$ cat config.mk
export PLATFORM = sky130hd
export DESIGN_NAME = ifs_irq_status
export DESIGN_NICKNAME = d
export VERILOG_FILES = /design/src/hdl/ifs_pkg.sv /design/src/hdl/ifs_irq_status.sv /design/src/hdl/ifs_sticky_bits.sv
export SDC_FILE = /design/constraint.sdc
export NUM_CORES = 1
export LEC_CHECK = 0
export ABC_AREA = 0
export BUFFER_PORTS_ARGS = -buffer_cell sky130_fd_sc_hd__buf_2
export CORE_MARGIN = 1
export CORE_UTILIZATION = 45
export CTS_CLUSTER_SIZE = 30
export DETAILED_ROUTE_END_ITERATION = 8
export PLACE_DENSITY = 0.75
export SLEW_MARGIN = 20
export SYNTH_ARGS = -nofsm -noshare
export SYNTH_HDL_FRONTEND = slang
export SYNTH_SLANG_ARGS = --single-unit
$ cat constraint.sdc
create_clock -name sys_clk -period 2.6 [get_ports sys_clk]
set_input_delay 0.26 -clock sys_clk [delete_from_list [all_inputs] [get_ports sys_clk]]
set_output_delay 0.26 -clock sys_clk [all_outputs]
set_load 0.01 [all_outputs]
$ cat src/hdl/ifs_pkg.sv
// Package: offsets, field positions, reset values and carriers for the status block
package ifs_pkg;

  // Register indices; the byte address is four times the index
  localparam logic [5:0] IDX_MAIN = 6'h00;
  localparam logic [5:0] IDX_AUX_MASK = 6'h09;
  localparam logic [5:0] IDX_AUX = 6'h0B;
  localparam logic [5:0] IDX_FIFO_ST1 = 6'h0C;
  localparam logic [5:0] IDX_FIFO_ST2 = 6'h0D;

  // Reset values
  localparam logic [7:0] MAIN_RST = 8'h00;
  localparam logic [7:0] AUX_RST = 8'h00;
  localparam logic [7:0] AUX_MASK_RST = 8'h00;
  localparam logic [5:0] COUNT_RST = 6'h00;
  localparam logic [2:0] LAST_BITS_RST = 3'h0;

  // Auxiliary flag positions
  localparam int AUX_DESELECT = 7;
  localparam int AUX_FRAMING = 6;
  localparam int AUX_PARITY = 5;
  localparam int AUX_CRC = 4;
  localparam int AUX_BUFFER = 3;
  localparam int AUX_NVM_DONE = 2;
  localparam int AUX_NVM_ERR = 1;
  localparam int AUX_NVM_ABORT = 0;

  // Main register summary bit
  localparam int MAIN_AUX_SUMMARY = 0;

  // Second FIFO status register field positions
  localparam int ST2_UNDERFLOW = 6;
  localparam int ST2_OVERFLOW = 5;
  localparam int ST2_INCOMPLETE = 4;
  localparam int ST2_LAST_BITS_LSB = 1;
  localparam int ST2_MISSING_PARITY = 0;

  // FIFO depth in bytes
  localparam logic [5:0] FIFO_DEPTH = 6'h20;

  // Receive path events, one-cycle strobes
  typedef struct packed {
    logic deselect;
    logic framingErr;
    logic parityErr;
    logic crcErr;
    logic frameEnd;
    logic lastIncomplete;
    logic [2:0] lastBits;
    logic parityMissing;
  } ifs_rx_evt_t;

  // Non-volatile memory events, one-cycle strobes
  typedef struct packed {
    logic fromHost;
    logic writeDone;
    logic writeProtected;
    logic writeNoAddr;
    logic hostAccessAborted;
  } ifs_nvm_evt_t;

  // FIFO traffic strobes
  typedef struct packed {
    logic push;
    logic pop;
  } ifs_fifo_evt_t;

endpackage : ifs_pkg

$ cat src/hdl/ifs_irq_status.sv
// Interrupt flags and FIFO status registers behind an Avalon-MM slave
//
// The implementer's own choice: the Avalon-MM slave port.
`timescale 1ns/1ns
`default_nettype none

module ifs_irq_status (
  input wire logic sys_clk,
  input wire logic rst,
  input wire logic ce,
  input wire logic [7:0] address,
  input wire logic read,
  input wire logic write,
  input wire logic [31:0] writedata,
  input wire logic [3:0] byteenable,
  output logic [31:0] readdata,
  output logic waitrequest,
  output logic irq,
  input wire logic [7:1] mainEvt,
  input wire ifs_pkg::ifs_rx_evt_t rxEvt,
  input wire ifs_pkg::ifs_nvm_evt_t nvmEvt,
  input wire ifs_pkg::ifs_fifo_evt_t fifoEvt,
  input wire logic cmdSetDefault,
  input wire logic cmdFifoClear
);
  import ifs_pkg::*;

  // Register select decode, reused for every register
  function automatic logic regHit(input logic [7:0] addr, input logic [5:0] idx);
    regHit = (addr == {idx, 2'b00});
  endfunction : regHit

  logic ack;
  logic [7:0] auxMask;
  logic [7:0] auxFlags;
  logic [7:0] mainFlags;
  logic [5:0] unreadCount;
  logic fifoUnf;
  logic fifoOvr;
  logic lastIncomplete;
  logic [2:0] lastBits;
  logic missingParity;

  // Bus handshake: one wait cycle, then the answer; frozen with ce
  wire busReq = read | write;
  wire accept = busReq & ack & ce;
  wire rdAccept = read & accept;
  wire wrAccept = write & accept;
  assign waitrequest = busReq & ~(ack & ce);

  // Register selects
  wire hitMain = regHit(address, IDX_MAIN);
  wire hitAuxMask = regHit(address, IDX_AUX_MASK);
  wire hitAux = regHit(address, IDX_AUX);
  wire hitSt1 = regHit(address, IDX_FIFO_ST1);
  wire hitSt2 = regHit(address, IDX_FIFO_ST2);

  // Side effects of completed accesses
  wire mainRead = rdAccept & hitMain;
  wire auxRead = rdAccept & hitAux;
  wire auxW1c = wrAccept & hitAux & byteenable[0];
  wire maskWrite = wrAccept & hitAuxMask & byteenable[0];
  wire fifoInit = cmdSetDefault | cmdFifoClear;

  // FIFO occupancy; a simultaneous pop frees room for the push
  wire popOk = fifoEvt.pop & (unreadCount != COUNT_RST);
  wire pushOk = fifoEvt.push & ((unreadCount != FIFO_DEPTH) | popOk);
  wire unfEvt = fifoEvt.pop & (unreadCount == COUNT_RST);
  wire ovrEvt = fifoEvt.push & ~pushOk;
  wire [5:0] next_unreadCount = unreadCount + {5'h00, pushOk} - {5'h00, popOk};

  // Auxiliary event sources
  wire missingParityEvt = rxEvt.frameEnd & rxEvt.parityMissing;
  logic [7:0] auxSet;
  assign auxSet[AUX_DESELECT] = rxEvt.deselect;
  assign auxSet[AUX_FRAMING] = rxEvt.framingErr | missingParityEvt;
  assign auxSet[AUX_PARITY] = rxEvt.parityErr;
  assign auxSet[AUX_CRC] = rxEvt.crcErr;
  assign auxSet[AUX_BUFFER] = unfEvt | ovrEvt;
  assign auxSet[AUX_NVM_DONE] = nvmEvt.fromHost & nvmEvt.writeDone;
  assign auxSet[AUX_NVM_ERR] = nvmEvt.fromHost
    & (nvmEvt.writeProtected | nvmEvt.writeNoAddr);
  assign auxSet[AUX_NVM_ABORT] = nvmEvt.hostAccessAborted;

  // Clear on read plus write-one-to-clear
  wire [7:0] auxClr = {8{auxRead}} | ({8{auxW1c}} & writedata[7:0]);

  // Summary bit follows unmasked auxiliary events
  wire auxSummarySet = |(auxSet & ~auxMask);
  wire [7:0] mainSet = {mainEvt, auxSummarySet};
  wire [7:0] mainClr = {{7{mainRead}}, auxRead};

  // Auxiliary flags, cleared by read and by restore-defaults
  ifs_sticky_bits #(
    .W(8)
  ) u_aux (
    .sys_clk(sys_clk),
    .rst(rst),
    .ce(ce),
    .init(cmdSetDefault),
    .set(auxSet),
    .clr(auxClr),
    .flags(auxFlags)
  );

  // Main flags; bit 0 waits for the auxiliary read
  ifs_sticky_bits #(
    .W(8)
  ) u_main (
    .sys_clk(sys_clk),
    .rst(rst),
    .ce(ce),
    .init(cmdSetDefault),
    .set(mainSet),
    .clr(mainClr),
    .flags(mainFlags)
  );

  // Level output; combinational so it drops with the clearing edge
  assign irq = |mainFlags;

  // Bus acknowledge flop
  always_ff @(posedge sys_clk or posedge rst)
  begin
    if (rst)
      ack <= 1'b0;
    else if (ce)
      ack <= busReq & ~ack;
  end

  // Auxiliary mask, software owned
  always_ff @(posedge sys_clk or posedge rst)
  begin
    if (rst)
      auxMask <= AUX_MASK_RST;
    else if (ce)
    begin
      if (cmdSetDefault)
        auxMask <= AUX_MASK_RST;
      else if (maskWrite)
        auxMask <= writedata[7:0];
    end
  end

  // Unread byte count
  always_ff @(posedge sys_clk or posedge rst)
  begin
    if (rst)
      unreadCount <= COUNT_RST;
    else if (ce)
      unreadCount <= fifoInit ? COUNT_RST : next_unreadCount;
  end

  // Underflow and overflow causes, held until the FIFO is cleared
  always_ff @(posedge sys_clk or posedge rst)
  begin
    if (rst)
    begin
      fifoUnf <= 1'b0;
      fifoOvr <= 1'b0;
    end
    else if (ce)
    begin
      fifoUnf <= ~fifoInit & (fifoUnf | unfEvt);
      fifoOvr <= ~fifoInit & (fifoOvr | ovrEvt);
    end
  end

  // Last byte details captured at frame end
  always_ff @(posedge sys_clk or posedge rst)
  begin
    if (rst)
    begin
      lastIncomplete <= 1'b0;
      lastBits <= LAST_BITS_RST;
      missingParity <= 1'b0;
    end
    else if (ce)
    begin
      if (fifoInit)
      begin
        lastIncomplete <= 1'b0;
        lastBits <= LAST_BITS_RST;
        missingParity <= 1'b0;
      end
      else if (rxEvt.frameEnd)
      begin
        lastIncomplete <= rxEvt.lastIncomplete;
        lastBits <= rxEvt.lastIncomplete ? rxEvt.lastBits : LAST_BITS_RST;
        missingParity <= rxEvt.parityMissing;
      end
    end
  end

  // Read selection; unmapped addresses read as zero
  wire [7:0] st1Value = {2'b00, unreadCount};
  logic [7:0] st2Value;
  assign st2Value[7] = 1'b0;
  assign st2Value[ST2_UNDERFLOW] = fifoUnf;
  assign st2Value[ST2_OVERFLOW] = fifoOvr;
  assign st2Value[ST2_INCOMPLETE] = lastIncomplete;
  assign st2Value[ST2_INCOMPLETE-1:ST2_LAST_BITS_LSB] = lastBits;
  assign st2Value[ST2_MISSING_PARITY] = missingParity;
  wire [7:0] rdMux = ({8{hitMain}} & mainFlags)
    | ({8{hitAuxMask}} & auxMask)
    | ({8{hitAux}} & auxFlags)
    | ({8{hitSt1}} & st1Value)
    | ({8{hitSt2}} & st2Value);

  // Read data captured in the wait cycle, stands at the answer edge
  always_ff @(posedge sys_clk or posedge rst)
  begin
    if (rst)
      readdata <= 32'h00000000;
    else if (ce & read & ~ack)
      readdata <= {24'h000000, rdMux};
  end
endmodule : ifs_irq_status
`default_nettype wire

$ cat src/hdl/ifs_sticky_bits.sv
// Bank of sticky flags: set wins over clear, init wins over both
`timescale 1ns/1ns
`default_nettype none
module ifs_sticky_bits #(
  parameter int W = 8
) (
  input wire logic sys_clk,
  input wire logic rst,
  input wire logic ce,
  input wire logic init,
  input wire logic [W-1:0] set,
  input wire logic [W-1:0] clr,
  output logic [W-1:0] flags
);

  // One flop per flag; an event in the clearing cycle survives
  genvar i;
  generate
    for (i = 0; i < W; i++)
    begin : g_bit
      always_ff @(posedge sys_clk or posedge rst)
      begin
        if (rst)
          flags[i] <= 1'b0;
        else if (ce)
          flags[i] <= init ? 1'b0 : (set[i] | (flags[i] & ~clr[i]));
      end
    end
  endgenerate

endmodule : ifs_sticky_bits
`default_nettype wire

# Word level (Yosys, flattened, before mapping)

Cells that the tools add are included.
W data, S select, Z words.

Flip-flop bits (word level): 46
Bits of input ports: 75
Word-level logic and storage cells: 158

Add/subtract/negate cells: 2
Equal/unequal tests: 5
Mux-type cells: 26
Bitwise gates (word level): 91
Reduce and logical (&&, ||, !) cells: 9

Operator list:

| cell                 | number |
|---|---|
| $and A1 B1 Y1        | 40 |
| $and A8 B8 Y8        | 5 |
| $or A8 B8 Y8         | 5 |
| $eq A8 B6 Y1 const B | 4 |
| $or A1 B1 Y1         | 24 |
| $mux W1              | 20 |
| $mux W8              | 2 |
| $reduce_or A8 Y1     | 2 |
| $not A1 Y1           | 14 |
| $mux W3              | 3 |
| $and A8 B6 Y8        | 1 |
| $and A8 B7 Y8        | 1 |
| $logic_not A8 Y1     | 1 |
| $not A8 Y8           | 1 |
| $add A6 B1 Y6        | 1 |
| $logic_not A6 Y1     | 1 |
| $mux W6              | 1 |
| $ne A6 B6 Y1 const B | 1 |
| $reduce_bool A6 Y1   | 1 |
| $sub A6 B1 Y6        | 1 |
| $reduce_and A2 Y1    | 2 |
| $reduce_bool A2 Y1   | 2 |

# Logic depth before layout (Yosys ltp)

Word-level depth: 12
Gate-level depth with buffers: 13
Mapped depth without buffers: 13

# By module

A second synthesis with hierarchy kept.

Cells, all modules: 326
Area total of the unflattened synthesis: 3,001.6 µm²

Modules (own cells, without submodules):

| module          | times used | cells an instance | area an instance (µm²) | seq. area each (µm²) |
|---|---|---|---|---|
| ifs_irq_status  | 1          | 266               | 2,316.0                | 750.7 |
| ifs_sticky_bits | 2          | 30                | 342.8                  | 200.2 |

# Worst setup path after synthesis

No wires, ideal clock.

Kind: register -> register
From: register unreadCount[2]
To: register unreadCount[4]
Library setup time: 0.101 ns
Arrival: 2.575 ns
Required time: 2.499 ns
Path slack: -0.076 ns
Cell stages (with the launch flop): 14
Path buffers: 0
Path through: dfrtp_1 > inv_1 > ha_1 > nor3b_1 > and2_1 > nor3b_1 > a21o_1 > ha_1 > inv_1 > fa_1 > nand2b_1 > a21oi_1 > nor3_1 > o32ai_1

Longest elaborated chain between the ends: 7
Elaborated cells between the ends (all ways): 8
Those cells by class: add/sub (2); eq/ne (1); mux (1); bitwise (3); reduce/logical (1)

Ends and longest elaborated chain:

| element                | RTL line              | RTL |
|---|---|---|
| from (decl)            | ifs_irq_status.sv:37  | `logic [5:0] unreadCount;` |
| from (signal assigned) | ifs_irq_status.sv:151 | `unreadCount <= fifoInit ? COUNT_RST : next_unreadCount;` |
| $reduce_bool A6 Y1     | ifs_irq_status.sv:66  | `wire popOk = fifoEvt.pop & (unreadCount != COUNT_RST);` |
| $and A1 B1 Y1          | ifs_irq_status.sv:66  |  |
| $or A1 B1 Y1           | ifs_irq_status.sv:67  | `wire pushOk = fifoEvt.push & ((unreadCount != FIFO_DEPTH) \| popOk);` |
| $and A1 B1 Y1          | ifs_irq_status.sv:67  |  |
| $add A6 B1 Y6          | ifs_irq_status.sv:70  | `wire [5:0] next_unreadCount = unreadCount + {5'h00, pushOk} - {5'h00, popOk};` |
| $sub A6 B1 Y6 *        | ifs_irq_status.sv:70  |  |
| $mux W6 *              | ifs_irq_status.sv:151 |  |

Every way passes the cells marked *; elsewhere a longest branch is shown, timed or not.
A chain may end at the register's enable or synchronous reset.

# Worst setup path after layout

From: register unreadCount[3]
To: register unreadCount[4]

Same word-level chain as after synthesis.

==> metrics <==
Leak approximately 1.6 nW; ANT cells 0; FF-to-FF Start unreadCount[3]$_DFFE_PP0P_; Post-Syn Area per Cell 9.33 um^2; Setup TNS 0 ns; Placed Cells between 400 and 500; Cells after Synth 305; most common cell after layout, fill and taps aside buf_2; Post-Route WL 7140 um; clock sinks 46; met1 usage 0.314; GP Congestion approximately 0.94; Area Overhead vs Synth 18.8%; Crit. End Element flip-flop; Slew HR 0.568; cts hold-fix bufs 0; min Tclk post-route about 2.5 ns; vias 2503; Post-DRT Antenna Nets 0; core area 6030 um^2; Worst Path Required around 2.8 ns; DR WL/cell around 16 um; crit path max fanout 3; mapped cell area approximately 2800 um^2; final non-filler cell total 450; Synth Register Bits 46; Slew Limit Fails 0; top cell type's share of synthesized area 0.405; met3 Use GR 0.0367; Die H a little over 80 um; DRT iter0 DRCs 209; reg2reg end unreadCount[4]$_DFFE_PP0P_; Synth Flop Type dfrtp_1; DRC Markers 0; fraction of layout cells with a size suffix above 1 0.285; All-Layer GR Usage 0.229; Worst-Margin Slew ~0.65 ns; met2 Track Usage GR 0.374; Die Wd a little over 80 um; skew final around 0.0094 ns; Fmax 406 MHz; Cell Rows 28; fin nets approximately 460; Boundary Pins ~110; H-tree depth 2; synth warn 0; Cell variety after synth 52; Pre-Repair DR Iteration Count 4; final hold violations 0; initial antenna violation count 0; CTS tree done; RSZ-0062 raised after global routing false; final setup fails 0; post-DP HPWL ~5300 um; Post-synth EDFFs 0; Design Power approximately 0.0023 W; die area around 6600 um^2; clock transition at the registers of the reported paths 0.09 ns; HP Class in -> async; crit path DAT between 2 and 3 ns; largest net degree at the start of global routing 47; status complete, no violations; Critical Path Start Type flip-flop; Worst-Skew Late Latency about 0.30 ns; FF-to-FF setup slack 0.13 ns; CTS Root Cell clkbuf_8; most frequent cells in the layout buf_2, dfrtp_1, nand2_1; leading area contributor after synthesis dfrtp_1; pwr dens about 690 nW/um^2; number of port buffers between 50 and 60; vias in the first global route between 2000 and 2500; vias per inst roughly 5.6; Fin Hold WS roughly 0.1 ns; Worst Reg-to-Reg Cells 13; CTS Buf Count 5; Crit Path Category reg -> reg; Starting Density 0.472; total gr overflow 0; first-pass GRT wire length around 11000 um; asr flop ratio synth 1.00; post-synthesis sequential area ratio 0.405; VDD IR max between 300 and 400 uV; top cells by area, synth dfrtp_1, buf_4, a22o_1; Clock Path Buffers 2; GRT busiest layer met2; Max Cap Violations 0; Final period util 0.948
[state kept, by name, summed over array words and instances (netlist names)]
register	flops
ack	1
auxMask	8
fifoOvr	1
fifoUnf	1
lastBits	3
lastIncomplete	1
missingParity	1
readdata	8
u_aux.flags	8
u_main.flags	8
unreadCount	6
[how the worst max path moves through the flow]
stage,cells after the start,endpoint,slack (ns),from
finish,13,unreadCount[4]$_DFFE_PP0P_,0.13,unreadCount[3]$_DFFE_PP0P_
global route,13,unreadCount[4]$_DFFE_PP0P_,0.03,unreadCount[3]$_DFFE_PP0P_
CTS,14,unreadCount[4]$_DFFE_PP0P_,0.04,unreadCount[3]$_DFFE_PP0P_
detailed placement,13,unreadCount[4]$_DFFE_PP0P_,0.02,unreadCount[3]$_DFFE_PP0P_
global placement,13,unreadCount[4]$_DFFE_PP0P_,0.06,unreadCount[2]$_DFFE_PP0P_
floorplan,13,unreadCount[4]$_DFFE_PP0P_,0.04,unreadCount[2]$_DFFE_PP0P_
[cell usage after synthesis, drive strengths merged (3+ instances only)]
cell,instances
nor3,5
a22oi,9
o22ai,8
a21oi,15
nand3b,3
o21ai,19
nor4,4
mux2,8
a21o,4
buf,34
ha,8
nand3,5
nand2,32
mux2i,6
inv,24
dfrtp,46
o32ai,6
nand2b,3
nor2,14
xor2,3
a22o,19
[power by group]
part,total (W),internal [W],switching [W]
Sequential,0.000871,0.000799,0.0000712
Clock,0.000534,0.000288,0.000246
Combinational,0.000943,0.000470,0.000472
Total,0.00235,0.00156,0.000789
[timing repair]
item	CTS	global route
resized for setup	2	13
buffers inserted	0	1
pin swaps	1	5
endpoints found under the setup margin	1	1
[routing by layer]
layer  share of wire  routed length [um]
met5               0                   0
met4           0.013                  96
met3           0.072                 513
met2            0.46                3320
met1            0.45                3220
[critical path: stages (launching register included)]
cell and delay (ns):
dfrtp_1 0.40, inv_2 0.09, ha_4 0.12, nor3b_4 0.19, and2_4 0.19, a21o_1 0.10, a21o_1 0.11, ha_2 0.18
inv_2 0.04, fa_2 0.35, nand2b_4 0.15, a21oi_4 0.14, nor3_2 0.06, o32ai_2 0.24
[cell type report]
type	instances	area [um^2]
Clock buffer	7	76.3
Clock inverter	1	30.0
Fill cell	536	2650
Inverter	25	93.8
Multi-Input combinational cell	222	1520
Sequential cell	46	1150
Tap cell	75	93.8
Timing Repair Buffer	74	413
[per-stage QoR]
stage,util,setup WS (ns),instance area (um^2)
2_1_floorplan,-,0.0440,2940
3_3_place_gp,0.532,0.0598,3200
3_5_place_dp,0.532,0.0196,3200
4_1_cts,0.550,0.0387,3320
5_1_grt,0.561,0.0252,3380
6_report,0.561,0.134,3380
[logic make-up after synthesis]
family | share of synthesized area
xor gates and xnor gates | 0.00924
adders and majority gates | 0.0422
other | 0.00132
DFF | 0.405
and+or+nand+nor | 0.147
buffers and inverters | 0.116
muxes | 0.0528
AOI/OAI and AO/OA | 0.227
Note: power is estimated with default switching activity, not from simulation.
